**src/rtl/gpm_map.vh**
```
// Register indexes, field positions and reset values of the GPIO port block
`ifndef GPM_MAP_VH
`define GPM_MAP_VH
// Register indexes; byte address is four times the index
`define GPM_DIR 8'h00
`define GPM_DRV_EN_SET 8'h01
`define GPM_DRV_EN_CLR 8'h02
`define GPM_DRV_EN_TGL 8'h03
`define GPM_OUT 8'h04
`define GPM_DRV_VAL_SET 8'h05
`define GPM_DRV_VAL_CLR 8'h06
`define GPM_DRV_VAL_TGL 8'h07
`define GPM_IN 8'h08
`define GPM_FLAGS 8'h09
`define GPM_PINCFG 8'h10
`define GPM_MUXA 8'h30
`define GPM_MUXB 8'h31
`define GPM_MUXC 8'h32
`define GPM_MUXD 8'h33
`define GPM_VDIR 8'h38
`define GPM_VOUT 8'h39
`define GPM_VIN 8'h3a
`define GPM_VFLAGS 8'h3b
// Writable bits of the pin position registers
`define GPM_MUXA_MASK 8'h37
`define GPM_MUXB_MASK 8'h15
`define GPM_MUXC_MASK 8'h0f
`define GPM_MUXD_MASK 8'h01
// Per-pin configuration fields
`define GPM_CFG_FLIP 7
`define GPM_CFG_PULL 3
`define GPM_CFG_RESET 8'h00
// Sense configuration codes
`define GPM_SC_OFF 3'h0
`define GPM_SC_BOTH 3'h1
`define GPM_SC_RISE 3'h2
`define GPM_SC_FALL 3'h3
`define GPM_SC_INDIS 3'h4
`define GPM_SC_LOW 3'h5
// Cycles with no new flag after one was raised
`define GPM_DEAD_CYC 2'h3
`define GPM_REG_RESET 8'h00
`endif

```
**src/rtl/gpm_port.v**
```verilog
// GPIO port with pin position selector behind an APB slave
// What this block does
// RQ1 - After reset all drivers are off and all input buffers on.
// RQ2 - Drive-enable set strobe sets only the written one bits.
// RQ3 - Drive-enable clear strobe clears only the written one bits.
// RQ4 - Drive-enable toggle strobe inverts the written one bits.
// RQ5 - Drive-value set strobe sets written one bits; zeros change nothing.
// RQ6 - Drive-value clear strobe clears written one bits; zeros change nothing.
// RQ7 - Writing one to drive-value toggle or sample register inverts drive value.
// RQ8 - Pad levels pass a two-stage synchroniser and are readable in any direction.
// RQ9 - Pin n configuration register sits at index 0x10 plus n.
// RQ10 - Polarity flip inverts sampled level, and inverts driven value only while no peripheral override drives that pin.
// RQ11 - Changing polarity flip gives an edge seen by peripherals and sensing.
// RQ12 - Pull-up follows its enable bit but is off while the drive-enable bit is set.
// RQ13 - Input-disable sense stops buffer and synchroniser; sample holds its value.
// RQ14 - Aliased registers behave exactly like the regular ones.
// RQ15 - Eight pins per instance, bit n belongs to pin n.
// RQ16 - Pin change sensing raises a wake request for the power controller.
// RQ17 - Control A bits 5 and 4 move logic table outputs to alternative pins.
// RQ18 - Control A bits 0 to 2 enable event output pins 0 to 2.
// RQ19 - Control B bits 4, 2, 0 move two-wire, SPI, UART signals.
// RQ20 - Control C bits 0 to 2 move timer A outputs or low-byte channels.
// RQ21 - Control C bit 3 applies only while timer A is in split mode.
// RQ22 - Control D bit 0 moves timer B output to its alternative pin.
// RQ23 - Pins without peripheral override stay under port register control.
// RQ24 - Sense condition sets a flag; request stays while flag set and sensing on.
// RQ25 - Driver enabled when drive-enable is one and no override applies.
`timescale 1ns/100ps
`include "gpm_map.vh"

module gpm_port (
	// Clock and reset
	input wire pclk,
	input wire presetn,
	// APB slave
	input wire psel,
	input wire penable,
	input wire pwrite,
	input wire [11:0] paddr,
	input wire [31:0] pwdata,
	input wire [3:0] pstrb,
	output reg [31:0] prdata,
	output reg pready,
	output reg pslverr,
	// Pads
	input wire [7:0] pad_in,
	output reg [7:0] pad_out,
	output reg [7:0] pad_oe,
	output reg [7:0] pad_pullup,
	output reg [7:0] pad_ibuf_en,
	// Peripheral override, same clock
	input wire [7:0] ovr_en,
	input wire [7:0] ovr_oe,
	input wire [7:0] ovr_out,
	input wire timer_a_split,
	// Internal pin levels, events and requests
	output reg [7:0] pin_level,
	output reg [7:0] pin_event,
	output reg irq,
	output reg wake_req,
	// Pin position selections
	output reg logic_table_zero_alt,
	output reg logic_table_one_alt,
	output reg [2:0] evout_en,
	output reg twi_alt,
	output reg spi_alt,
	output reg uart_alt,
	output reg [3:0] timer_a_alt,
	output reg tcb_alt
);

	// ****************************************************************
	// Decode helpers
	// ****************************************************************

	// True when the index hits the regular or the aliased register
	function hit;
		input [7:0] idx;
		input [7:0] reg_idx;
		input [7:0] alias_idx;
		begin
			hit = (idx == reg_idx) || (idx == alias_idx);
		end
	endfunction

	// True for any mapped index
	function mapped;
		input [7:0] idx;
		begin
			mapped = (idx <= `GPM_FLAGS) ||
				(idx >= `GPM_PINCFG && idx <= `GPM_PINCFG + 8'h07) ||
				(idx >= `GPM_MUXA && idx <= `GPM_MUXD) ||
				(idx >= `GPM_VDIR && idx <= `GPM_VFLAGS);
		end
	endfunction

	// ****************************************************************
	// State
	// ****************************************************************

	reg [7:0] dir_reg, dir_next;
	reg [7:0] out_reg, out_next;
	reg [7:0] flag_reg, flag_next;
	reg [7:0] sync1_reg, sync1_next;
	reg [7:0] sync2_reg, sync2_next;
	reg [7:0] prev_reg;
	reg [7:0] cfg_reg [0:7];
	reg [7:0] cfg_next [0:7];
	reg [1:0] dead_reg [0:7];
	reg [1:0] dead_next [0:7];
	reg [7:0] muxa_reg, muxa_next;
	reg [7:0] muxb_reg, muxb_next;
	reg [7:0] muxc_reg, muxc_next;
	reg [7:0] muxd_reg, muxd_next;
	reg [7:0] flip, lvl, flag_set, sense_on, rd_byte;
	reg [2:0] sc;
	wire [7:0] idx;
	wire wr_en;
	wire [7:0] wd;
	integer i;

	// Word index from a byte address; misaligned addresses are refused
	assign idx = paddr[9:2];
	// A write lands only at the access edge, with the low lane strobed
	assign wr_en = psel & penable & pready & pwrite & ~pslverr & pstrb[0];
	assign wd = pwdata[7:0];

	// ****************************************************************
	// Next-state logic
	// ****************************************************************

	// Pin sensing, synchroniser and register writes
	always @* begin
		dir_next = dir_reg;
		out_next = out_reg;
		muxa_next = muxa_reg;
		muxb_next = muxb_reg;
		muxc_next = muxc_reg;
		muxd_next = muxd_reg;
		flip = 8'h00;
		lvl = 8'h00;
		flag_set = 8'h00;
		sense_on = 8'h00;
		sync1_next = sync1_reg;
		sync2_next = sync2_reg;
		sc = 3'h0;
		for (i = 0; i < 8; i = i + 1) begin // RQ15
			cfg_next[i] = cfg_reg[i];
			dead_next[i] = (dead_reg[i] != 2'h0) ? dead_reg[i] - 2'h1 : 2'h0;
			sc = cfg_reg[i][2:0];
			flip[i] = cfg_reg[i][`GPM_CFG_FLIP];
			// A disabled buffer freezes both stages, so the sample holds
			if (sc != `GPM_SC_INDIS) begin // RQ13
				sync1_next[i] = pad_in[i]; // RQ8
				sync2_next[i] = sync1_reg[i]; // RQ8
			end
			// Flip applies after the synchroniser, so a flip change is an edge
			lvl[i] = sync2_reg[i] ^ flip[i]; // RQ10 RQ11
			sense_on[i] = (sc == `GPM_SC_BOTH) || (sc == `GPM_SC_RISE) ||
				(sc == `GPM_SC_FALL) || (sc == `GPM_SC_LOW);
			if (dead_reg[i] == 2'h0) begin
				case (sc)
					`GPM_SC_BOTH: flag_set[i] = lvl[i] ^ prev_reg[i]; // RQ24
					`GPM_SC_RISE: flag_set[i] = lvl[i] & ~prev_reg[i]; // RQ24
					`GPM_SC_FALL: flag_set[i] = ~lvl[i] & prev_reg[i]; // RQ24
					`GPM_SC_LOW: flag_set[i] = ~lvl[i]; // RQ24
					default: flag_set[i] = 1'b0;
				endcase
			end
			if (flag_set[i])
				dead_next[i] = `GPM_DEAD_CYC;
		end
		// A new event wins over a clear in the same cycle
		flag_next = flag_reg | flag_set; // RQ24
		if (wr_en) begin
			if (hit(idx, `GPM_DIR, `GPM_VDIR)) begin
				dir_next = wd; // RQ14
			end else if (idx == `GPM_DRV_EN_SET) begin
				dir_next = dir_reg | wd; // RQ2
			end else if (idx == `GPM_DRV_EN_CLR) begin
				dir_next = dir_reg & ~wd; // RQ3
			end else if (idx == `GPM_DRV_EN_TGL) begin
				dir_next = dir_reg ^ wd; // RQ4
			end else if (hit(idx, `GPM_OUT, `GPM_VOUT)) begin
				out_next = wd; // RQ14
			end else if (idx == `GPM_DRV_VAL_SET) begin
				out_next = out_reg | wd; // RQ5
			end else if (idx == `GPM_DRV_VAL_CLR) begin
				out_next = out_reg & ~wd; // RQ6
			end else if (idx == `GPM_DRV_VAL_TGL || hit(idx, `GPM_IN, `GPM_VIN)) begin
				out_next = out_reg ^ wd; // RQ7 RQ14
			end else if (hit(idx, `GPM_FLAGS, `GPM_VFLAGS)) begin
				flag_next = (flag_reg & ~wd) | flag_set; // RQ14 RQ24
			end else if (idx >= `GPM_PINCFG && idx <= `GPM_PINCFG + 8'h07) begin
				cfg_next[idx[2:0]] = wd; // RQ9
			end else if (idx == `GPM_MUXA) begin
				muxa_next = wd & `GPM_MUXA_MASK; // RQ17 RQ18
			end else if (idx == `GPM_MUXB) begin
				muxb_next = wd & `GPM_MUXB_MASK; // RQ19
			end else if (idx == `GPM_MUXC) begin
				muxc_next = wd & `GPM_MUXC_MASK; // RQ20
			end else if (idx == `GPM_MUXD) begin
				muxd_next = wd & `GPM_MUXD_MASK; // RQ22
			end
		end
	end

	// Read data, chosen in the setup cycle and shown in the access cycle
	always @* begin
		rd_byte = 8'h00;
		if (hit(idx, `GPM_DIR, `GPM_VDIR)) begin
			rd_byte = dir_reg; // RQ14
		end else if (idx >= `GPM_DRV_EN_SET && idx <= `GPM_DRV_EN_TGL) begin
			rd_byte = dir_reg;
		end else if (hit(idx, `GPM_OUT, `GPM_VOUT)) begin
			rd_byte = out_reg; // RQ14
		end else if (idx >= `GPM_DRV_VAL_SET && idx <= `GPM_DRV_VAL_TGL) begin
			rd_byte = out_reg;
		end else if (hit(idx, `GPM_IN, `GPM_VIN)) begin
			rd_byte = lvl; // RQ8 RQ10 RQ14
		end else if (hit(idx, `GPM_FLAGS, `GPM_VFLAGS)) begin
			rd_byte = flag_reg; // RQ14
		end else if (idx >= `GPM_PINCFG && idx <= `GPM_PINCFG + 8'h07) begin
			rd_byte = cfg_reg[idx[2:0]]; // RQ9
		end else if (idx == `GPM_MUXA) begin
			rd_byte = muxa_reg;
		end else if (idx == `GPM_MUXB) begin
			rd_byte = muxb_reg;
		end else if (idx == `GPM_MUXC) begin
			rd_byte = muxc_reg;
		end else if (idx == `GPM_MUXD) begin
			rd_byte = muxd_reg;
		end
	end

	// ****************************************************************
	// Registers
	// ****************************************************************

	// Port state and sensing
	always @(posedge pclk or negedge presetn) begin
		if (!presetn) begin
			dir_reg <= `GPM_REG_RESET; // RQ1
			out_reg <= `GPM_REG_RESET;
			flag_reg <= `GPM_REG_RESET;
			sync1_reg <= `GPM_REG_RESET;
			sync2_reg <= `GPM_REG_RESET;
			prev_reg <= `GPM_REG_RESET;
			muxa_reg <= `GPM_REG_RESET;
			muxb_reg <= `GPM_REG_RESET;
			muxc_reg <= `GPM_REG_RESET;
			muxd_reg <= `GPM_REG_RESET;
			for (i = 0; i < 8; i = i + 1) begin
				cfg_reg[i] <= `GPM_CFG_RESET; // RQ1
				dead_reg[i] <= 2'h0;
			end
		end else begin
			dir_reg <= dir_next;
			out_reg <= out_next;
			flag_reg <= flag_next;
			sync1_reg <= sync1_next;
			sync2_reg <= sync2_next;
			prev_reg <= lvl;
			muxa_reg <= muxa_next;
			muxb_reg <= muxb_next;
			muxc_reg <= muxc_next;
			muxd_reg <= muxd_next;
			for (i = 0; i < 8; i = i + 1) begin
				cfg_reg[i] <= cfg_next[i];
				dead_reg[i] <= dead_next[i];
			end
		end
	end

	// APB answer: one wait-free access phase after every setup cycle
	always @(posedge pclk or negedge presetn) begin
		if (!presetn) begin
			prdata <= 32'h0000_0000;
			pready <= 1'b0;
			pslverr <= 1'b0;
		end else begin
			pready <= psel & ~penable;
			pslverr <= psel & ~penable & (~mapped(idx) | (paddr[1:0] != 2'h0) |
				(paddr[11:10] != 2'h0));
			// A refused read returns zero, never the byte of an aliased index
			prdata <= (psel & ~penable & ~pwrite & mapped(idx) & (paddr[1:0] == 2'h0) &
				(paddr[11:10] == 2'h0)) ? {24'h00_0000, rd_byte} : 32'h0000_0000;
		end
	end

	// Pad drive, pull-up and buffer enables; override takes the driver
	// only for pins a peripheral has claimed, the rest stay GPIO
	always @(posedge pclk or negedge presetn) begin
		if (!presetn) begin
			pad_out <= 8'h00;
			pad_oe <= 8'h00; // RQ1
			pad_pullup <= 8'h00;
			pad_ibuf_en <= 8'hff; // RQ1
			pin_level <= 8'h00;
			pin_event <= 8'h00;
			irq <= 1'b0;
			wake_req <= 1'b0;
		end else begin
			for (i = 0; i < 8; i = i + 1) begin
				pad_oe[i] <= ovr_en[i] ? ovr_oe[i] : dir_next[i]; // RQ23 RQ25
				pad_out[i] <= ovr_en[i] ? ovr_out[i] : (out_next[i] ^ // RQ23 RQ25
					cfg_next[i][`GPM_CFG_FLIP]); // RQ10 RQ11
				pad_pullup[i] <= cfg_next[i][`GPM_CFG_PULL] & ~dir_next[i]; // RQ12
				pad_ibuf_en[i] <= cfg_next[i][2:0] != `GPM_SC_INDIS; // RQ13
			end
			pin_level <= lvl; // RQ11
			// Events read zero while the input buffer is off
			pin_event <= lvl & pad_ibuf_en;
			irq <= |(flag_next & sense_on); // RQ24
			// Only sync-path sensing here; a clock-free wake path needs a
			// pad-level cell outside this block
			wake_req <= |flag_set; // RQ16
		end
	end

	// Pin position selections
	always @(posedge pclk or negedge presetn) begin
		if (!presetn) begin
			logic_table_zero_alt <= 1'b0;
			logic_table_one_alt <= 1'b0;
			evout_en <= 3'h0;
			twi_alt <= 1'b0;
			spi_alt <= 1'b0;
			uart_alt <= 1'b0;
			timer_a_alt <= 4'h0;
			tcb_alt <= 1'b0;
		end else begin
			logic_table_one_alt <= muxa_next[5]; // RQ17
			logic_table_zero_alt <= muxa_next[4]; // RQ17
			evout_en <= muxa_next[2:0]; // RQ18
			twi_alt <= muxb_next[4]; // RQ19
			spi_alt <= muxb_next[2]; // RQ19
			uart_alt <= muxb_next[0]; // RQ19
			timer_a_alt[2:0] <= muxc_next[2:0]; // RQ20
			timer_a_alt[3] <= muxc_next[3] & timer_a_split; // RQ21
			tcb_alt <= muxd_next[0]; // RQ22
		end
	end

endmodule // gpm_port

```
**config.mk**
```make
export PLATFORM = sky130hd
export DESIGN_NAME = gpm_port
export DESIGN_NICKNAME = d
export VERILOG_FILES = /design/src/rtl/gpm_port.v
export VERILOG_INCLUDE_DIRS = /design/src /design/src/rtl
export SDC_FILE = /design/constraint.sdc
export NUM_CORES = 1
export LEC_CHECK = 0
export ABC_AREA = 1
export BUFFER_PORTS_ARGS = -buffer_cell sky130_fd_sc_hd__buf_2
export CORE_MARGIN = 3
export CORE_UTILIZATION = 30
export CTS_CLUSTER_SIZE = 10
export DETAILED_ROUTE_END_ITERATION = 16
export HOLD_SLACK_MARGIN = 0.06
export SYNTH_ARGS = -nofsm -noshare
export SYNTH_HDL_FRONTEND = slang
export SYNTH_SLANG_ARGS = --single-unit
```
**constraint.sdc**
```tcl
create_clock -name pclk -period 4.07 [get_ports pclk]
set_clock_uncertainty 0.1 [all_clocks]
set_input_delay 0.2035 -clock pclk [delete_from_list [all_inputs] [get_ports pclk]]
set_output_delay 0.2035 -clock pclk [all_outputs]
set_load 0.05 [all_outputs]
```
# --- Word-level counts from Yosys, hierarchy flattened ---
# Index checks and enable logic that the tools add are counted.
word_totals:
  register_bits: 205
  input_bits: 86
  out_inout_bits: 97
  word_cells: 470
classes:
  addsub: 8
  magnitude_cmp: 13
  n_eq_ne: 65
  mux: 140
  n_bitwise: 116
  n_reduce_logical: 63
op_table:
  columns: ["cell", "count"]
  rows:
  - ["2-to-1 mux 64 bit", 11]
  - ["2-to-1 mux 8 bit", 35]
  - ["2-to-1 mux 6 bit", 13]
  - ["2-to-1 mux 5 bit", 14]
  - ["bitwise mux 64 bit", 1]
  - ["== test 8 x 6 -> 1 bit (second input constant)", 8]
  - ["2-to-1 mux 4 bit", 15]
  - ["== test 3 x 2 -> 1 bit (second input constant)", 16]
  - ["inequality test 3 bit (second input constant)", 16]
  - ["inverter 1 bit", 41]
  - ["AND 8 bit", 5]
  - ["AND 1 bit", 36]
  - ["== test 8 x 3 -> 1 bit (second input constant)", 4]
  - ["logical OR 1 bit", 32]
  - ["2-to-1 mux 2 bit", 16]
  - ["OR 8 bit", 4]
  - ["case mux 1 bit (4 select lines)", 8]
  - ["2-to-1 mux 1 bit", 25]
  - ["binary-select mux 8 bit (select 3 bit)", 1]
  - ["demux 8 bit (select 3 bit)", 1]
  - ["== test 3 x 1 -> 1 bit (second input constant)", 8]
  - ["== test 3 bit (second input constant)", 8]
  - ["XOR 1 bit", 24]
  - ["zero test 2 bit", 10]
  - ["other kinds (25)", 53]

# --- Depth between registers and ports, before layout ---
# Gate-level depths: netlist of the first run.
depth:
  ltp_word: 19
  mapped_depth: 17
  ltp_nobuf: 17

# --- Least setup slack after synthesis of the first run ---
# Ideal clock, no wire load.
synth_path:
  path_type: "register to register"
  startpoint: "register pready"
  endpoint: "register pad_pullup[3]"
  setup_ps: 119
  t_arrival_ps: 1936
  setup_slack_ps: 1915
  path_stages_with_launch: 11
  n_path_buf: 0
  period_less_slack_ps: 2155
  cell_sequence: "dfrtp_1 nand4_1 nor2_1 nand3_2 nor2_4 nand2_4 nor2_4 inv_2 nand2_1 o21ai_1 and2_1"
synth_rtl:
  columns: ["element", "line_no", "rtl"]
  rows:
  - ["start, declared", "gpm_port.v:43", "output reg pready,"]
  - ["start signal, assigned", "gpm_port.v:282", "pready <= psel & ~penable;"]
  - ["end signal, assigned by index", "gpm_port.v:308", "pad_pullup[i] <= cfg_next[i][`GPM_CFG_PULL] & ~dir_next[i];"]
  - ["end, declared", "gpm_port.v:49", "output reg [7:0] pad_pullup,"]

==> run metrics, run 1 <==
CP Capture Type flop; initial antenna violation count 3; PD cells 367 nW/um2; Setup Total Neg Slack 0 ps; max_slew headroom 30.7%; CTS Buf Count 17; worst slew pin tran 1030 ps; Fin. Hold Viols 0; GRT overflow 0; startpoint types primary input; max reg flops 64; Detailed Place HPWL 27000 um; Crit path required time 4310 ps; Seq/Total Area, Yosys 45.2%; Pint 3.13 mW; synthesized area per cell 7.78 um2; fin nets 1702; Mapped Area 10800 um2; Top Ports 183; post-route minimum period 2850 ps; Tcrit/Tclk final 70.0%; WHS Endpoint pad_out[6]; layout cells sized above 1 15.4%; Initial Util 30.8%; worst hold path type in2reg; Num Clock Sinks 194; Clock Latency Late Sink 460 ps; initial DRC count 993; Pins Over Slew Limit 0; Yosys warning total 0; CTS resizes 0; chip height 195 um; R2R depth 13; routed len/inst 17.9 um; HP Start ovr_en[6]; total wire length 36600 um; sequential power share 44.2%; ANT nets after route 0; Hold Path Stages 4; vias in the first global route 9645; WP data arrival 3080 ps; Yosys reg bits 194; die area 38200 um2; Logic pwr share 20.7%; Static Leak 6.59 nW; RSZ-0062 raised after global routing false; CP Class in2reg; RR Startpoint pslverr; Reg-to-Reg End pad_out[7]; Synth Instances 1383; Reg2Reg Setup Slack 1260 ps; largest net degree at the start of global routing 98; area delta synth->final 21.6%; GPL Wtd Cong 0.918; Max VDD drop 0.320 mV; Clk network pwr share 35.1%; DRC errors left 0; TritonCTS clock tree done; Unique masters post-synth 45; Worst-path clk slew 70 ps; port bufs 131; sw frac 34.8%; clk root buf clkbuf_16; row cnt 68; drt pass-1 iters 5; total core area 35000 um2; crit path max fanout 40; maxcap violations 0; total number of vias 10184; via/cell ratio 4.98; final setup violation count 0; Switch Pwr 1.67 mW; DIE WIDTH 195 um; dpl cells 1948; Tot GR Track Use 19.0%; outcome finished clean; CTS H-Tree Depth 4; Max Root-Sink Buffers 2; first-pass GRT wire length 56100 um; fin cells 2045; Fmax achieved 0.351 GHz; utilization after layout 37.4%
==> routing by layer <==
metal | vias up | GRT usage, % | wire, um
li1 | 4859 | - | -
met1 | 4894 | 25.9 | 16000
met2 | 370 | 29.7 | 16700
met3 | 57 | 3.92 | 2640
met4 | 4 | 7.26 | 1170
met5 | - | 0 | 33
==> per-stage QoR <==
stage	cell area, um2	hold slack [ps]	power [mW]	setup WS, ps
after global routing	13100	117	5.01	1020
final	13100	64.3	4.80	1220
after floorplan	10800	-192	2.77	1910
after global placement	11900	262	3.08	1130
after detailed placement	11900	278	3.10	1090
after CTS	13100	83.7	4.84	1240
==> cells in the final DEF (no fill, tap or decap), types with 11 or more instances in the layout <==
master,count
nand3_1,68
dfrtp_1,186
mux2_2,15
nand2_1,413
nand4_1,22
inv_2,13
clkbuf_16,17
o21ai_1,22
dlygate4sd3_1,64
ha_1,40
o21ai_0,94
inv_1,158
o211ai_1,31
nor2_1,74
buf_2,130
nor2_2,11
conb_1,24
buf_4,12
a21oi_1,72
o22ai_1,16
==> critical path, cell delays in order <==
cell,delay [ps]
buf_2,100
nor2_1,380
nand4_1,370
inv_1,140
buf_4,410
nand2_1,100
o211ai_1,90
o21ai_0,380
inv_1,150
nand3_1,90
nand3_1,80
nand2_1,40
dlygate4sd3_1,540
==> area by class of cell <==
type | instances | area, um2
clock buffers | 17 | 425
fillers | 3675 | 21900
clock inverters | 15 | 143
multi-input cells | 982 | 5010
well taps | 455 | 569
inverters | 173 | 649
diodes | 1 | 2.50
flip-flops and latches | 194 | 4860
repair buffers | 208 | 1420
==> power by group through the flow <==
stage / registers (mW) / logic, mW / clock network [mW]
3_3_place_gp: 2.16 / 0.918 / 0
4_1_cts: 2.12 / 0.998 / 1.72
2_1_floorplan: 2.37 / 0.407 / 0
5_1_grt: 2.14 / 1.09 / 1.79
3_5_place_dp: 2.16 / 0.937 / 0
6_report: 2.12 / 0.992 / 1.68
==> kinds of logic after synthesis <==
kind of cell             count (synthesis)  synth area share (%)
other                                    1                0.0349
AND/OR/NAND/NOR                        628                  24.7
multiplexers                            15                  1.57
AO/OA/AOI/OAI                          267                  14.1
flip-flops                             194                  45.2
buffers and inverters                  230                  9.05
XOR/XNOR                                 8                 0.651
adder cells (fa/ha/maj)                 40                  4.65
==> Yosys cell counts, drive strengths merged <==
library cell	instances	area, um2
nand2	418	1590
dfrtp	186	4650
inv	171	642
o21ai	116	581
nor2	91	412
a21oi	72	360
nand3	71	370
ha	40	500
buf	36	245
o211ai	31	233
nand4	22	138
clkbuf	21	78.8
o22ai	16	100
mux2	15	169
or2	13	81.3
o21a	9	67.6
dfstp	8	210
nor3	8	40.0
a31oi	6	37.5
xnor2	6	52.6
o2111ai	4	35.0
a21boi	3	22.5
a22oi	3	22.5
o31ai	3	22.5
and2	2	12.5
clkinv	2	7.51
nor4	2	12.5
xor2	2	17.5
a211oi	1	7.51
a41oi	1	8.76
and3	1	6.26
conb	1	3.75
o211a	1	10.0
o221ai	1	8.76
==> worst max path at each step <==
stage                     startpoint            end  depth (start not counted)
final                       paddr[8]     pad_out[2]                         13
after global routing        paddr[3]      pad_oe[6]                         11
after CTS                    pslverr     pad_out[5]                         13
after detailed placement    paddr[3]      prdata[6]                         11
after global placement      paddr[3]      prdata[6]                         11
after floorplan               pready  pad_pullup[3]                         10
==> what timing repair did <==
action,4_1_cts,5_1_grt
hold endpoints to repair,135,0
hold buffers,64,0
setup buffers,0,0
setup endpoints to repair,0,0
No activity file was read; power rests on OpenSTA's default activity.
==> run 2, diff against run 1 <==
clock period = 2.45 ns   (was 4.07 ns; I/O delays follow)
==> run 2 against run 1 <==
  * Count of clock-buffer cells in the layout rose by 3
  * Worst hold slack improved by 21 ps
  * Sequential share of layout area fell by 1.9 points
  * Die area did not move
  * Sequential power rose by 66%
  * Critical endpoint is now pad_oe[4]
==> run metrics, run 2 (synthesis results as in run 1) <==
slowest cell delay on critical path 540 ps (about the same); outcome finished clean (unchanged); DRC errors left 0 (unchanged); sw frac 33.7% (was 34.8%); GRT overflow 0 (unchanged); row cnt 68 (unchanged); initial DRC count 961 (was 993); Clock Latency Late Sink 460 ps (about the same); startpoint types primary input (unchanged); max_slew headroom 54.3% (was 30.7%); most frequent cells in the layout 413 x nand2_1, 186 x dfrtp_1, 157 x inv_1 (was 413 x nand2_1, 186 x dfrtp_1, 158 x inv_1); post-route minimum period 2390 ps; Clk network pwr share 35.2% (was 35.1%); Num Clock Sinks 194 (unchanged); total core area 35000 um2 (unchanged); CP Capture Type flop (unchanged); fin nets 1790 (was 1702); Top Ports 183 (unchanged); CTS H-Tree Depth 4 (unchanged); Tot GR Track Use 19.9% (was 19.0%); Pint 5.40 mW (was 3.13 mW); crit path max fanout 7 (was 40); maxcap violations 0 (unchanged); max reg flops 64 (unchanged); TritonCTS clock tree done (unchanged); via/cell ratio 4.87 (was 4.98); vias in the first global route 10140 (was 9645); worst hold path type in2reg (unchanged); slowest CP cell dlygate4sd3_1 (unchanged); clk root buf clkbuf_16 (unchanged); Most common cell on crit path nand2_1; layout cells sized above 1 20.1% (was 15.4%); WP data arrival 2630 ps (was 3080 ps); Fmax achieved 0.419 GHz; Overall Power 8.14 mW (was 4.80 mW); drt pass-1 iters 5 (unchanged); PD cells 591 nW/um2 (was 367 nW/um2); filler instances 3560 (was 3675); Static Leak 7.02 nW (was 6.59 nW); total wire length 38100 um (was 36600 um); worst slew pin tran 684 ps (was 1030 ps); Setup Total Neg Slack 0 ps (unchanged); CTS Buf Count 17 (unchanged); Max Root-Sink Buffers 2 (unchanged); commonest non-fill, non-tap cell in the layout nand2_1 (unchanged); Switch Pwr 2.74 mW (was 1.67 mW); CP Cell Sequence dlygate4sd3_1 -> buf_2 -> inv_1 -> ha_1 -> o211ai_1 -> nand3_1 -> o21ai_1 -> nand2_1 -> nand2_1 -> nand2_1 -> dlygate4sd3_1 (was buf_2 -> nor2_1 -> nand4_1 -> inv_1 -> buf_4 -> nand2_1 -> o211ai_1 -> o21ai_0 -> inv_1 -> nand3_1 -> nand3_1 -> nand2_1 -> dlygate4sd3_1); port bufs 131 (unchanged); CP Class in2reg (unchanged); first-pass GRT wire length 58400 um (was 56100 um); largest net degree at the start of global routing 62 (was 98); initial antenna violation count 4 (was 3); die area 38200 um2 (unchanged); Fin. Hold Viols 0 (unchanged); sequential power share 43.3% (was 44.2%); Max VDD drop 0.535 mV (was 0.320 mV); area delta synth->final 28.0% (was 21.6%); DIE WIDTH 195 um (unchanged); GPL Wtd Cong 0.958 (was 0.918); Initial Util 30.8% (unchanged); Crit path required time 2690 ps (was 4310 ps); routed len/inst 17.9 um (about the same); Worst-path clk slew 70 ps (about the same); ANT nets after route 0 (unchanged); RSZ-0062 raised after global routing false (unchanged); total number of vias 10395 (was 10184); Detailed Place HPWL 29400 um (was 27000 um); Logic pwr share 21.5% (was 20.7%); chip height 195 um (unchanged); Pins Over Slew Limit 0 (unchanged); Tcrit/Tclk final 97.5%; final setup violation count 0 (unchanged)
[run 2: power groups by stage]
stage	Sequential, mW	Clock, mW	Combinational [mW]
final	3.52	2.87	1.75
after global routing	3.55	3.05	1.91
after CTS	3.53	2.93	1.76
after detailed placement	3.59	0	1.68
after global placement	3.58	0	1.65
after floorplan	3.93	0	0.676
[run 2: area by class of cell]
type / instances / area [um2] / share of cell area (%)
flip-flops and latches: 194 / 4860 / 35.3
diodes: 1 / 2.50 / 0.0182
well taps: 455 / 569 / 4.13
clock inverters: 12 / 124 / 0.900
clock buffers: 20 / 457 / 3.32
repair buffers: 296 / 2080 / 15.1
inverters: 173 / 653 / 4.74
multi-input cells: 982 / 5020 / 36.4
[run 2: final timing paths]
kind / cells past startpoint / startpoint / endpoint / slack, ps
max reg2reg: 11 / pslverr / pad_oe[4] / 180
min reg2reg: 1 / dead_reg[4] / dead_reg[4] / 370
min: 3 / pwdata[6] / dir_reg[6] / 90
max: 11 / pwdata[4] / pad_oe[4] / 60
max in group asynchronous: 3 / presetn / pad_ibuf_en[3] / 1320
min in group asynchronous: 2 / presetn / pin_event[0] / 130
[run 2: what timing repair did]
action / CTS / global route
endpoints found under the hold margin: 151 / 0
resized for setup: 0 / 3
hold buffers: 61 / 0
buffers inserted: 0 / 3
endpoints found under the setup margin: 0 / 3
[run 2: critical path: cells and delay by family]
| family | cells | cell delay [ps] |
|---|---|---|
| buffers and inverters | 4 | 1540 |
| AOI/OAI and AO/OA | 2 | 290 |
| adders and majority gates | 1 | 310 |
| and+or+nand+nor | 4 | 350 |
[run 2: stage by stage]
stage | hold WS [ps] | area [um2] | utilization (%) | setup WS (ps) | cells
floorplan | -273 | 10800 | - | 295 | 1406
global placement | 63.5 | 12500 | 35.9 | 225 | 2036
detailed placement | 78.3 | 12500 | 35.9 | 213 | 2036
CTS | 68.5 | 13700 | 39.3 | 57.6 | 2129
global route | 80.8 | 13800 | 39.4 | 4.34 | 2133
finish | 85.1 | 13800 | 39.4 | 61.8 | 2133
[run 2: routing by layer]
metal  global-route usage, %  up-vias  share of wire (%)
met5                       0        -               0.11
met4                    8.11        6                3.5
met3                    4.23       73                7.1
met2                    31.1      361                 45
met1                    26.9     4912                 44
li1                        -     5043                  -
